==> src/ilcs_pkg.sv <==
package ilcs_pkg;
  // Slave address: bits 7..2 fixed, bit 1 strapped, bit 0 write only
  localparam logic [5:0] ILCS_ADDR_PREFIX   = 6'h1C;
  // Control byte bit positions
  localparam int         ILCS_CTRL_MORE_BIT = 7;
  localparam int         ILCS_CTRL_TGT_BIT  = 6;
  // Command opcodes
  localparam logic [3:0] ILCS_OP_MODE_SET   = 4'hC;
  localparam logic [3:0] ILCS_OP_PTR_HI     = 4'h0;
  localparam logic [3:0] ILCS_OP_PTR_LO     = 4'h4;
  localparam logic [5:0] ILCS_OP_DEV_SEL    = 6'h38;
  localparam logic [5:0] ILCS_OP_BANK_SEL   = 6'h3E;
  localparam logic [4:0] ILCS_OP_BLINK      = 5'h1E;
  localparam logic [4:0] ILCS_OP_FRAME      = 5'h1D;
  // Drive mode encodings
  localparam logic [1:0] ILCS_MODE_STATIC   = 2'h1;
  localparam logic [1:0] ILCS_MODE_MUX2     = 2'h2;
  localparam logic [1:0] ILCS_MODE_MUX3     = 2'h3;
  localparam logic [1:0] ILCS_MODE_MUX4     = 2'h0;
  // Values after reset
  localparam logic       ILCS_RST_BIT       = 1'h0;
  localparam logic [1:0] ILCS_RST_MODE      = 2'h0;
  localparam logic [7:0] ILCS_RST_PTR       = 8'h00;
  localparam logic [1:0] ILCS_RST_SUBADDR   = 2'h0;
  localparam logic [1:0] ILCS_RST_BLINK     = 2'h0;
  localparam logic [2:0] ILCS_RST_FRAME     = 3'h3;
  localparam logic [7:0] ILCS_RST_BYTE      = 8'h00;
  // Display RAM size and pointer advance per display byte
  localparam logic [8:0] ILCS_RAM_DEPTH     = 9'h0A0;
  localparam logic [8:0] ILCS_INC_STATIC    = 9'h008;
  localparam logic [8:0] ILCS_INC_MUX2      = 9'h004;
  localparam logic [8:0] ILCS_INC_MUX3      = 9'h003;
  localparam logic [8:0] ILCS_INC_MUX4      = 9'h002;
  // Serial byte framing
  localparam logic [3:0] ILCS_BITCNT_ZERO   = 4'h0;
  localparam logic [3:0] ILCS_BITCNT_FULL   = 4'h8;

  typedef enum logic [2:0] {
    st_idle, st_addr, st_ctrl, st_once, st_stream, st_ignore
  } ilcs_state_t;
endpackage

==> src/ilcs_link_if.sv <==
`timescale 1ns/1ps
interface ilcs_link_if;
  logic       start_det;
  logic       stop_det;
  logic       byte_valid;
  logic [7:0] byte_data;
  logic       ack_want;

  modport rx (
    output start_det,
    output stop_det,
    output byte_valid,
    output byte_data,
    input  ack_want
  );
  modport dec (
    input  start_det,
    input  stop_det,
    input  byte_valid,
    input  byte_data,
    output ack_want
  );
endinterface

==> src/ilcs_command_slave.sv <==
`timescale 1ns/1ps
module ilcs_command_slave import ilcs_pkg::*; (
  input  wire logic       clk,
  input  wire logic       nrst,
  input  wire logic       scl_in,
  input  wire logic       sda_in,
  output wire logic       sda_out,
  output wire logic       sda_oe,
  input  wire logic       address_select_pin,
  input  wire logic       hw_subaddr_bit_low_pin,
  input  wire logic       hw_subaddr_bit_high_pin,
  input  wire logic       osc_clk_in,
  output wire logic       clk_out,
  output wire logic       display_enable,
  output wire logic       bias_half,
  output wire logic [1:0] drive_mode,
  output wire logic [7:0] data_pointer,
  output wire logic [1:0] subaddr_counter,
  output wire logic       input_bank,
  output wire logic       output_bank,
  output wire logic       alt_bank_blink_bit,
  output wire logic [1:0] blink_rate_field,
  output wire logic [2:0] frame_rate,
  output wire logic       ram_wr_en,
  output wire logic [7:0] ram_wr_addr,
  output wire logic [7:0] ram_wr_data,
  output wire logic       ram_wr_bank
);
  ilcs_link_if lnk ();

  ilcs_bit_rx u_rx (
    .clk     (clk),
    .nrst    (nrst),
    .scl_in  (scl_in),
    .sda_in  (sda_in),
    .sda_out (sda_out),
    .sda_oe  (sda_oe),
    .lnk     (lnk.rx)
  );

  ////////////////////////////////////////////////////////////////////////
  // Straps and the oscillator are pins: two flops before any use
  logic [3:0] strap_meta_ff, nxt_strap_meta;
  logic [3:0] strap_ff;

  always_comb begin
    nxt_strap_meta = {osc_clk_in, hw_subaddr_bit_high_pin,
                      hw_subaddr_bit_low_pin, address_select_pin};
  end

  always_ff @(posedge clk or negedge nrst) begin
    if (!nrst) begin
      strap_meta_ff <= 4'h0;
      strap_ff      <= 4'h0;
    end else begin
      strap_meta_ff <= nxt_strap_meta;
      strap_ff      <= strap_meta_ff;
    end
  end

  logic       sa_level;
  logic [1:0] hw_subaddr;
  logic       osc_s;
  assign sa_level   = strap_ff[0];
  assign hw_subaddr = strap_ff[2:1];
  assign osc_s      = strap_ff[3];

  ////////////////////////////////////////////////////////////////////////
  // Transfer state and settings
  ilcs_state_t state_ff, nxt_state;
  logic       tgt_ff, nxt_tgt;
  logic       ack_ff, nxt_ack;
  logic       en_ff, nxt_en;
  logic       bias_ff, nxt_bias;
  logic [1:0] mode_ff, nxt_mode;
  logic [7:0] ptr_ff, nxt_ptr;
  logic [1:0] sub_ff, nxt_sub;
  logic       ibank_ff, nxt_ibank;
  logic       obank_ff, nxt_obank;
  logic       alt_ff, nxt_alt;
  logic [1:0] blink_ff, nxt_blink;
  logic [2:0] frame_ff, nxt_frame;
  logic       wr_ff, nxt_wr;
  logic [7:0] waddr_ff, nxt_waddr;
  logic [7:0] wdata_ff, nxt_wdata;
  logic       wbank_ff, nxt_wbank;
  logic       clko_ff, nxt_clko;

  logic [7:0] b;
  logic       addr_hit, sub_hit, mux34, wrap, in_payload;
  logic [8:0] inc, ptr_sum;

  assign b = lnk.byte_data;
  // Bit 1 against the strap, bit 0 must be write
  assign addr_hit = (b[7:2] == ILCS_ADDR_PREFIX) && (b[1] == sa_level)
                    && !b[0];
  assign sub_hit    = (sub_ff == hw_subaddr);
  assign mux34      = (mode_ff == ILCS_MODE_MUX3) ||
                      (mode_ff == ILCS_MODE_MUX4);
  assign in_payload = (state_ff == st_once) || (state_ff == st_stream);

  // Pointer step per display byte follows the backplane count
  always_comb begin
    unique case (mode_ff)
      ILCS_MODE_STATIC: inc = ILCS_INC_STATIC;
      ILCS_MODE_MUX2:   inc = ILCS_INC_MUX2;
      ILCS_MODE_MUX3:   inc = ILCS_INC_MUX3;
      ILCS_MODE_MUX4:   inc = ILCS_INC_MUX4;
    endcase
  end

  assign ptr_sum = {1'b0, ptr_ff} + inc;
  assign wrap    = (ptr_sum >= ILCS_RAM_DEPTH);

  ////////////////////////////////////////////////////////////////////////
  always_comb begin
    nxt_state = state_ff;
    nxt_tgt   = tgt_ff;
    nxt_ack   = ack_ff;
    nxt_en    = en_ff;
    nxt_bias  = bias_ff;
    nxt_mode  = mode_ff;
    nxt_ptr   = ptr_ff;
    nxt_sub   = sub_ff;
    nxt_ibank = ibank_ff;
    nxt_obank = obank_ff;
    nxt_alt   = alt_ff;
    nxt_blink = blink_ff;
    nxt_frame = frame_ff;
    nxt_wr    = 1'b0;
    nxt_waddr = waddr_ff;
    nxt_wdata = wdata_ff;
    nxt_wbank = wbank_ff;
    nxt_clko  = osc_s & en_ff;
    if (lnk.stop_det) begin
      nxt_state = st_idle;
      nxt_ack   = 1'b0;
    end else if (lnk.start_det) begin
      nxt_state = st_addr;
      nxt_ack   = 1'b0;
    end else if (lnk.byte_valid) begin
      nxt_ack = 1'b0;
      unique case (state_ff)
        st_idle, st_ignore: begin
          // Not addressed: no ack until the next start or stop
        end
        st_addr: begin
          if (addr_hit) begin
            nxt_state = st_ctrl;
            nxt_ack   = 1'b1;
          end else begin
            nxt_state = st_ignore;
          end
        end
        st_ctrl: begin
          nxt_ack   = 1'b1;
          nxt_tgt   = b[ILCS_CTRL_TGT_BIT];
          nxt_state = b[ILCS_CTRL_MORE_BIT] ? st_once : st_stream;
        end
        st_once, st_stream: begin
          if (state_ff == st_once) begin
            nxt_state = st_ctrl;
          end
          if (tgt_ff) begin
            // All devices track pointer and counter, only one stores
            nxt_ack   = sub_hit;
            nxt_wr    = sub_hit;
            nxt_waddr = ptr_ff;
            nxt_wdata = b;
            nxt_wbank = ibank_ff;
            if (wrap) begin
              nxt_ptr = 8'(ptr_sum - ILCS_RAM_DEPTH);
              nxt_sub = 2'(sub_ff + 2'h1);
            end else begin
              nxt_ptr = ptr_sum[7:0];
            end
          end else begin
            nxt_ack = 1'b1;
            if (b[7:4] == ILCS_OP_MODE_SET) begin
              nxt_en   = b[3];
              nxt_bias = b[2];
              nxt_mode = b[1:0];
            end else if (b[7:4] == ILCS_OP_PTR_HI) begin
              nxt_ptr = {b[3:0], ptr_ff[3:0]};
            end else if (b[7:4] == ILCS_OP_PTR_LO) begin
              nxt_ptr = {ptr_ff[7:4], b[3:0]};
            end else if (b[7:2] == ILCS_OP_DEV_SEL) begin
              nxt_sub = b[1:0];
            end else if (b[7:2] == ILCS_OP_BANK_SEL) begin
              if (!mux34) begin
                nxt_ibank = b[1];
                nxt_obank = b[0];
              end
            end else if (b[7:3] == ILCS_OP_BLINK) begin
              nxt_alt   = b[2];
              nxt_blink = b[1:0];
            end else if (b[7:3] == ILCS_OP_FRAME) begin
              nxt_frame = b[2:0];
            end
            // Anything else is acked and dropped
          end
        end
      endcase
    end
  end

  always_ff @(posedge clk or negedge nrst) begin
    if (!nrst) begin
      state_ff <= st_idle;
      tgt_ff   <= ILCS_RST_BIT;
      ack_ff   <= ILCS_RST_BIT;
      en_ff    <= ILCS_RST_BIT;
      bias_ff  <= ILCS_RST_BIT;
      mode_ff  <= ILCS_RST_MODE;
      ptr_ff   <= ILCS_RST_PTR;
      sub_ff   <= ILCS_RST_SUBADDR;
      ibank_ff <= ILCS_RST_BIT;
      obank_ff <= ILCS_RST_BIT;
      alt_ff   <= ILCS_RST_BIT;
      blink_ff <= ILCS_RST_BLINK;
      frame_ff <= ILCS_RST_FRAME;
      wr_ff    <= ILCS_RST_BIT;
      waddr_ff <= ILCS_RST_PTR;
      wdata_ff <= ILCS_RST_BYTE;
      wbank_ff <= ILCS_RST_BIT;
      clko_ff  <= ILCS_RST_BIT;
    end else begin
      state_ff <= nxt_state;
      tgt_ff   <= nxt_tgt;
      ack_ff   <= nxt_ack;
      en_ff    <= nxt_en;
      bias_ff  <= nxt_bias;
      mode_ff  <= nxt_mode;
      ptr_ff   <= nxt_ptr;
      sub_ff   <= nxt_sub;
      ibank_ff <= nxt_ibank;
      obank_ff <= nxt_obank;
      alt_ff   <= nxt_alt;
      blink_ff <= nxt_blink;
      frame_ff <= nxt_frame;
      wr_ff    <= nxt_wr;
      waddr_ff <= nxt_waddr;
      wdata_ff <= nxt_wdata;
      wbank_ff <= nxt_wbank;
      clko_ff  <= nxt_clko;
    end
  end

  assign lnk.ack_want       = ack_ff;
  assign clk_out            = clko_ff;
  assign display_enable     = en_ff;
  assign bias_half          = bias_ff;
  assign drive_mode         = mode_ff;
  assign data_pointer       = ptr_ff;
  assign subaddr_counter    = sub_ff;
  assign input_bank         = ibank_ff;
  assign output_bank        = obank_ff;
  assign alt_bank_blink_bit = alt_ff;
  assign blink_rate_field   = blink_ff;
  assign frame_rate         = frame_ff;
  assign ram_wr_en          = wr_ff;
  assign ram_wr_addr        = waddr_ff;
  assign ram_wr_data        = wdata_ff;
  assign ram_wr_bank        = wbank_ff;

  ////////////////////////////////////////////////////////////////////////
  // Checks
  logic byte_ok, cmd_byte, known_op;
  assign byte_ok  = lnk.byte_valid && !lnk.start_det && !lnk.stop_det;
  assign cmd_byte = byte_ok && in_payload && !tgt_ff;
  assign known_op = (b[7:4] == ILCS_OP_MODE_SET) ||
                    (b[7:4] == ILCS_OP_PTR_HI) ||
                    (b[7:4] == ILCS_OP_PTR_LO) ||
                    (b[7:2] == ILCS_OP_DEV_SEL) ||
                    (b[7:2] == ILCS_OP_BANK_SEL) ||
                    (b[7:3] == ILCS_OP_BLINK) ||
                    (b[7:3] == ILCS_OP_FRAME);
endmodule

==> src/ilcs_bit_rx.sv <==
`timescale 1ns/1ps
module ilcs_bit_rx import ilcs_pkg::*; (
  input  wire logic clk,
  input  wire logic nrst,
  input  wire logic scl_in,
  input  wire logic sda_in,
  output wire logic sda_out,
  output wire logic sda_oe,
  ilcs_link_if.rx   lnk
);
  logic [1:0] meta_ff;
  logic [1:0] sync_ff;
  logic [1:0] prev_ff;
  logic [7:0] shift_ff, nxt_shift;
  logic [3:0] bitcnt_ff, nxt_bitcnt;
  logic       ackclk_ff, nxt_ackclk;
  logic       oe_ff, nxt_oe;
  logic       bv_ff, nxt_bv;
  logic       sta_ff, sto_ff;
  logic       rise, fall, sta, sto;

  ////////////////////////////////////////////////////////////////////////
  // Two-flop sync; edges come from the second stage only
  always_ff @(posedge clk or negedge nrst) begin
    if (!nrst) begin
      meta_ff <= 2'h3;
      sync_ff <= 2'h3;
      prev_ff <= 2'h3;
    end else begin
      meta_ff <= {scl_in, sda_in};
      sync_ff <= meta_ff;
      prev_ff <= sync_ff;
    end
  end

  assign rise = sync_ff[1] & ~prev_ff[1];
  assign fall = ~sync_ff[1] & prev_ff[1];
  assign sta  = sync_ff[1] & prev_ff[1] & prev_ff[0] & ~sync_ff[0];
  assign sto  = sync_ff[1] & prev_ff[1] & ~prev_ff[0] & sync_ff[0];

  ////////////////////////////////////////////////////////////////////////
  always_comb begin
    nxt_shift  = shift_ff;
    nxt_bitcnt = bitcnt_ff;
    nxt_ackclk = ackclk_ff;
    nxt_oe     = oe_ff;
    nxt_bv     = 1'b0;
    if (sta || sto) begin
      // Partial byte dropped on a frame condition
      nxt_bitcnt = ILCS_BITCNT_ZERO;
      nxt_ackclk = 1'b0;
      nxt_oe     = 1'b0;
    end else if (rise) begin
      if (bitcnt_ff != ILCS_BITCNT_FULL) begin
        nxt_shift  = {shift_ff[6:0], sync_ff[0]};
        nxt_bitcnt = bitcnt_ff + 4'h1;
        nxt_bv     = (bitcnt_ff == ILCS_BITCNT_FULL - 4'h1);
      end else begin
        nxt_ackclk = 1'b1;
      end
    end else if (fall && bitcnt_ff == ILCS_BITCNT_FULL) begin
      if (!ackclk_ff) begin
        nxt_oe = lnk.ack_want;
      end else begin
        nxt_oe     = 1'b0;
        nxt_ackclk = 1'b0;
        nxt_bitcnt = ILCS_BITCNT_ZERO;
      end
    end
  end

  always_ff @(posedge clk or negedge nrst) begin
    if (!nrst) begin
      shift_ff  <= ILCS_RST_BYTE;
      bitcnt_ff <= ILCS_BITCNT_ZERO;
      ackclk_ff <= 1'b0;
      oe_ff     <= 1'b0;
      bv_ff     <= 1'b0;
      sta_ff    <= 1'b0;
      sto_ff    <= 1'b0;
    end else begin
      shift_ff  <= nxt_shift;
      bitcnt_ff <= nxt_bitcnt;
      ackclk_ff <= nxt_ackclk;
      oe_ff     <= nxt_oe;
      bv_ff     <= nxt_bv;
      sta_ff    <= sta;
      sto_ff    <= sto;
    end
  end

  // Open drain: only ever pulls low, never sends data
  assign sda_out        = 1'b0;
  assign sda_oe         = oe_ff;
  assign lnk.byte_valid = bv_ff;
  assign lnk.byte_data  = shift_ff;
  assign lnk.start_det  = sta_ff;
  assign lnk.stop_det   = sto_ff;
endmodule

==> config.mk <==
export PLATFORM = sky130hd
export DESIGN_NAME = ilcs_command_slave
export DESIGN_NICKNAME = d
export VERILOG_FILES = /design/src/ilcs_pkg.sv /design/src/ilcs_link_if.sv /design/src/ilcs_command_slave.sv /design/src/ilcs_bit_rx.sv
export SDC_FILE = /design/constraint.sdc
export NUM_CORES = 1
export LEC_CHECK = 0
export BUFFER_PORTS_ARGS = -buffer_cell sky130_fd_sc_hd__buf_2
export CAP_MARGIN = 15
export CORE_MARGIN = 3
export CORE_UTILIZATION = 50
export CTS_CLUSTER_DIAMETER = 120
export DETAILED_ROUTE_END_ITERATION = 10
export HOLD_SLACK_MARGIN = 0.15
export PLACE_DENSITY = 0.74
export SETUP_SLACK_MARGIN = 0.1
export SLEW_MARGIN = 10
export SYNTH_ARGS = -nofsm -noshare
export SYNTH_HDL_FRONTEND = slang
export SYNTH_SLANG_ARGS = --single-unit
==> constraint.sdc <==
create_clock -name clk -period 2.9 [get_ports clk]
set_clock_uncertainty 0.1 [all_clocks]
set_input_delay 0.58 -clock clk [delete_from_list [all_inputs] [get_ports clk]]
set_output_delay 0.58 -clock clk [all_outputs]
set_load 0.05 [all_outputs]
# After elaboration in Yosys (flattened, before gate mapping)

Index checks and enable logic that the tools add are counted.

Magnitude comparators: 1
Equal/unequal tests: 27
Reductions and logical operators: 31
Muxes and demuxes: 46
Add/sub/neg operators: 4
Bitwise operators: 23

Operators with widths:

| kind                                                                                 | number |
|---|---|
| 9-bit case mux with 4 select lines                                                   | 1 |
| 8-bit 2-to-1 mux                                                                     | 4 |
| 4-bit 2-to-1 mux                                                                     | 6 |
| 11-bit AND reduction                                                                 | 2 |
| 1-bit 2-to-1 mux                                                                     | 21 |
| 3-bit 2-to-1 mux                                                                     | 6 |
| 1-bit NOT                                                                            | 15 |
| 6-bit == test (second input constant)                                                | 2 |
| 2-bit 2-to-1 mux                                                                     | 6 |
| 12-bit AND reduction                                                                 | 1 |
| 6-bit AND reduction                                                                  | 2 |
| 5-bit == test (second input constant)                                                | 2 |
| 8-bit by 9-bit adder with 9-bit output                                               | 1 |
| 9-bit by 8-bit greater-or-equal comparator with 1-bit output (second input constant) | 1 |
| 3-bit case mux with 3 select lines                                                   | 1 |
| 3-bit AND reduction                                                                  | 3 |
| 9-bit AND reduction                                                                  | 1 |
| 3-bit nonzero test                                                                   | 3 |
| 1-bit bitwise AND                                                                    | 8 |
| 4-bit by 3-bit == test with 1-bit output (second input constant)                     | 2 |
| 4-bit == test (second input constant)                                                | 2 |
| 2-bit != test (second input constant)                                                | 4 |
| 2-bit nonzero test                                                                   | 4 |
| 8-bit subtractor (second input constant)                                             | 1 |
| 26 further kinds                                                                     | 33 |

Register bits after elaboration: 77
Input port bits: 8
Output and inout bits: 43
Word-level logic and storage cells: 163

# Logic depth before layout (Yosys ltp)

Word-level depth: 8
Gate-level depth with buffers: 13
Depth with buffers taken out: 13

# By module

From an unflattened synthesis, not the netlist that was laid out.

Cell total of the unflattened synthesis: 349
Area total of the unflattened synthesis: 3861.2 um^2

By module, submodules not included:

| module             | cells each | times used | area each (um^2) |
|---|---|---|---|
| ilcs_command_slave | 277        | 1          | 2920.3 |
| ilcs_bit_rx        | 72         | 1          | 940.9 |

# Least setup slack after synthesis

No wires, ideal clock.

Path type: reg-to-reg
Start point: reg mode_ff[0], in the netlist drive_mode[0]
End point: reg ptr_ff[6], in the netlist data_pointer[6]
Path slack: -0.294 ns
Required time: 2.718 ns
Cell stages (with the launch flop): 14
Arrival: 3.012 ns
Clock period less this slack: 3.194 ns
Cell sequence: dfrtp_1 > inv_1 > ha_1 > inv_1 > fa_1 > nor2b_1 > o21ai_1 > a21oi_1 > xnor2_1 > ha_1 > nor2_1 > a211oi_2 > or3b_1 > a31oi_1

Longest elaborated chain between the ends: 6
Elaborated cells between the ends (all ways): 10
Classes of those cells: add/sub (2); order compare (1); eq/ne (3); mux (3); reduce/logical (1)

Ends and longest elaborated chain:

| item                                                                                                    | RTL line                                             | source |
|---|---|---|
| from (decl)                                                                                             | ilcs_command_slave.sv:75                             | `logic [1:0] mode_ff, nxt_mode;` |
| from (signal assigned)                                                                                  | ilcs_command_slave.sv:233                            | `mode_ff <= nxt_mode;` |
| 2-bit == test, or another cell as far along                                                             | ilcs_command_slave.sv:104                            | `unique case (mode_ff)` |
| 9-bit case mux with 4 select lines *                                                                    | ilcs_command_slave.sv:104                            |  |
| 8-bit by 9-bit adder with 9-bit output *                                                                | ilcs_command_slave.sv:112                            | `assign ptr_sum = {1'b0, ptr_ff} + inc;` |
| 8-bit subtractor / 9-bit by 8-bit greater-or-equal comparator with 1-bit output (equally long branches) | ilcs_command_slave.sv:172, ilcs_command_slave.sv:113 |  |
| 8-bit 2-to-1 mux *                                                                                      | ilcs_command_slave.sv:171                            | `if (wrap) begin` |
| 8-bit 2-to-1 mux *                                                                                      | ilcs_command_slave.sv:164                            | `if (tgt_ff) begin` |
| to (signal assigned)                                                                                    | ilcs_command_slave.sv:234                            | `ptr_ff <= nxt_ptr;` |
| to (decl)                                                                                               | ilcs_command_slave.sv:76                             | `logic [7:0] ptr_ff, nxt_ptr;` |

Every way passes the cells marked *; elsewhere a longest branch is shown, timed or not. The select of a mux whose other input is x is not followed.
A chain may end at the register's enable or synchronous reset.

# Final worst setup path

Start point: reg mode_ff[1], in the netlist drive_mode[1]
End point: reg ptr_ff[5], in the netlist data_pointer[5]

The elaborated chain is that of the path after synthesis.

==> results.yml <==
clock_network:
  cts_max_level: 3
  cts_buffers: 9
  clock_latency_ns: 0.35
  cts_tree: "built"
  cts.clk_slew.worst_paths_ns: 0.08
  root_buffer: "clkbuf_8"
  cts_buffer_depth: 2
  clock-sinks: 77
synthesis:
  synthTopCellsByArea: "dfrtp_1, mux2_2, dfstp_2"
  yosys.cell_types.count: 48
  synth_top_area_share_pct: 47.21
  ys_seq_area_share_pct: 52.96
  dominantRegCellSynth: "dfrtp_1"
  post-synth-top-area-cell: "dfrtp_1"
  synth_cells: 353
  synth.yosys.warnings: 0
  synthMostInstantiatedCell: "dfrtp_1"
  synth_edf_count: 0
  async_flop_share_pct: 100.0
  synth.avg_cell_area_um2: 10.36
  synth_common_cells: "dfrtp_1, nand2_1, o21ai_0"
  synthesis.area_mm2: 0.003657
  ys_seq_elements: 77
  synth_nets: 372
sta:
  slew_viol_final: 0
  timing.hold.ws_ns: 0.2192
  fin_crit_ns: 2.830
  slew_headroom_pct: 48.13
  worst_pin_slew_ns: 0.7752
  setup_viol: 0
  final_hold_viol_count: 0
  period_share_pct: 97.58
  max_freq_mhz: 353.4
  rsz0062_at_grt: "true"
  worst_slack_ns: 0.07026
worst_setup_path:
  cp_data_arrival_time_ns: 2.96
  crit_path_end_kind: "flip-flop"
  reg2reg_to: "data_pointer[5]"
  reg2regPathDepth: 12
  rrSetupSlack_ns: 0.07
  crit_chain: "ha_4 -> inv_2 -> fa_2 -> nor2b_4 -> o21ai_2 -> a21oi_2 -> xnor2_2 -> ha_2 -> nor2_4 -> nor3b_1 -> o22ai_1 -> a32o_1"
  path_delay_family: "adder cells"
  cp.required_ns: 3.03
  slowest_delay_ns: 0.46
  cp_num_buf_inv: 1
  slowest_stage: "dfrtp_2"
  path_class: "flip-flop to flip-flop"
  startpoint_type: "flip-flop"
  timing.rr.start: "drive_mode[1]"
  cp_max_fo: 3
grt:
  grt_max_degree: 42
  grt_pass1_vias: 2814
  track_usage_pct: 19.82
  antenna_found_initial: 0
  grt_pass1_wl_um: 13140
  grt_overflow: 0
die:
  initial_utilization_pct: 52.67
  rows: 30
  io_pins: 51
  core_mm2: 0.006944
  die_h_um: 91.53
  die_w_um: 91.53
  dieArea_mm2: 0.008377
power_and_ir_drop:
  p_leak_nw: 2.076
  clockPowerShare_pct: 38.1
  p_sw_share_pct: 27.10
  switchingPower_mw: 0.6404
  peakVddDrop_uv: 386.5
  p_int_mw: 1.723
  sequentialPowerShare_pct: 52.0
  power.density_mw_per_mm2: 534.9
  power.share.combinational_pct: 9.9
routing:
  vias_per_cell: 5.470
  routedWlPerCell_um: 15.63
  dr.pass1.iters: 4
  routed-via-count: 2817
  drc: 0
  wirelength_um: 8050
  postRouteAntennaNets: 0
  drt-initial-drc-count: 131
cells_and_area:
  area_growth_pct: 20.80
  final_core_util_pct: 63.62
  drive_gt1_share_pct: 34.13
  fin_nets: 433
  n_antenna_cell: 0
min_path:
  worstHoldStart: "scl_in"
  hold_depth: 1
  hold_class: "input pin to flip-flop"
  holdPathEnd: "u_rx.meta_ff[1]"
placed_design:
  globalplace.congestion: 0.8276
  hpwl_um: 5396
  place_ws_ns: -0.02223
  io_buffer_count: 49
status:
  outcome: "complete, no violations"
run:
  drv_cap: 0
[flip-flops by register name, summed over array words and instances, names as in the netlist, 2 cells and up]
register and cells:
u_rx.bitcnt_ff 4, subaddr_counter 2, state_ff 3, u_rx.meta_ff 2, ram_wr_addr 8, frame_rate 3
strap_meta_ff 4, u_rx.prev_ff 2, strap_ff 4, data_pointer 8, u_rx.sync_ff 2, ram_wr_data 8
blink_rate_field 2, u_rx.lnk.byte_data 8, drive_mode 2
[cell families (layout without fill, tap and decap cells)]
logic type	Yosys count	in the layout	synth area share, %
AND/OR/NAND/NOR	124	124	16.73
flip-flops	77	77	52.96
AO/OA/AOI/OAI	71	71	11.80
buffers and inverters	32	98	3.626
multiplexers	27	27	8.416
adder cells (fa/ha/maj)	11	11	3.969
XOR/XNOR	10	10	2.395
other	1	1	0.1025
[stage by stage]
step	cell area (um^2)	TNS [ns]	std cells	power, mW
floorplan	3711	0	353	1.383
finish	4418	0	515	2.363
global route	4418	0	515	2.471
global placement	4048	0	487	1.466
CTS	4359	0	510	2.381
detailed placement	4048	-0.02223	487	1.477
[worst max-delay path by stage]
| stage | from | to | depth (start not counted) |
|---|---|---|---|
| 3_5_place_dp | drive_mode[1] | subaddr_counter[0] | 12 |
| 5_1_grt | drive_mode[1] | subaddr_counter[0] | 13 |
| 3_3_place_gp | drive_mode[1] | subaddr_counter[0] | 12 |
| 4_1_cts | drive_mode[1] | data_pointer[5] | 12 |
| 6_report | drive_mode[1] | data_pointer[5] | 12 |
| 2_1_floorplan | drive_mode[1] | subaddr_counter[0] | 13 |
[power groups by stage]
stage | Clock [mW] | Combinational (mW) | Sequential (mW)
final | 0.901 | 0.234 | 1.23
after global routing | 0.966 | 0.266 | 1.24
after CTS | 0.920 | 0.236 | 1.23
after detailed placement | 0 | 0.232 | 1.25
after global placement | 0 | 0.225 | 1.24
after floorplan | 0 | 0.190 | 1.19
[layout make-up]
class | instances | area, um^2
flip-flops and latches | 77 | 1941
multi-input cells | 244 | 1694
clock inverters | 6 | 93.84
fillers | 548 | 2526
well taps | 96 | 120.1
inverters | 15 | 56.30
repair buffers | 67 | 385.4
clock buffers | 10 | 127.6
[cell usage in the layout (no fill, tap or decap), types with 5 or more instances in the layout]
master	Yosys	final
a21oi_1	14	11
and3_1	6	6
buf_2	4	48
buf_4	2	18
clkbuf_8	0	9
dfrtp_1	69	66
dfstp_2	8	8
ha_1	10	5
inv_1	15	11
mux2_2	22	22
nand2_1	46	46
nand2b_1	9	9
nand3_1	7	7
nor2_1	24	22
nor3_1	7	7
nor3b_1	7	7
o21ai_0	29	29
o22ai_1	6	5
xnor2_1	7	5
[routing by layer]
layer / vias up / routed length [um] / global-route usage, %
met5: - / 0 / 0
li1: 1342 / - / -
met2: 96 / 4059 / 32.99
met4: 0 / 143 / 8.794
met1: 1361 / 3417 / 23.54
met3: 18 / 429 / 6.048
[timing repair]
item,in CTS,in global routing
setup buffers,6,5
endpoints found under the setup margin,4,5
pin swaps,7,13
hold endpoints to repair,34,0
hold buffers,1,0
gates resized for setup,7,7
(Power assumes the default switching activity.)
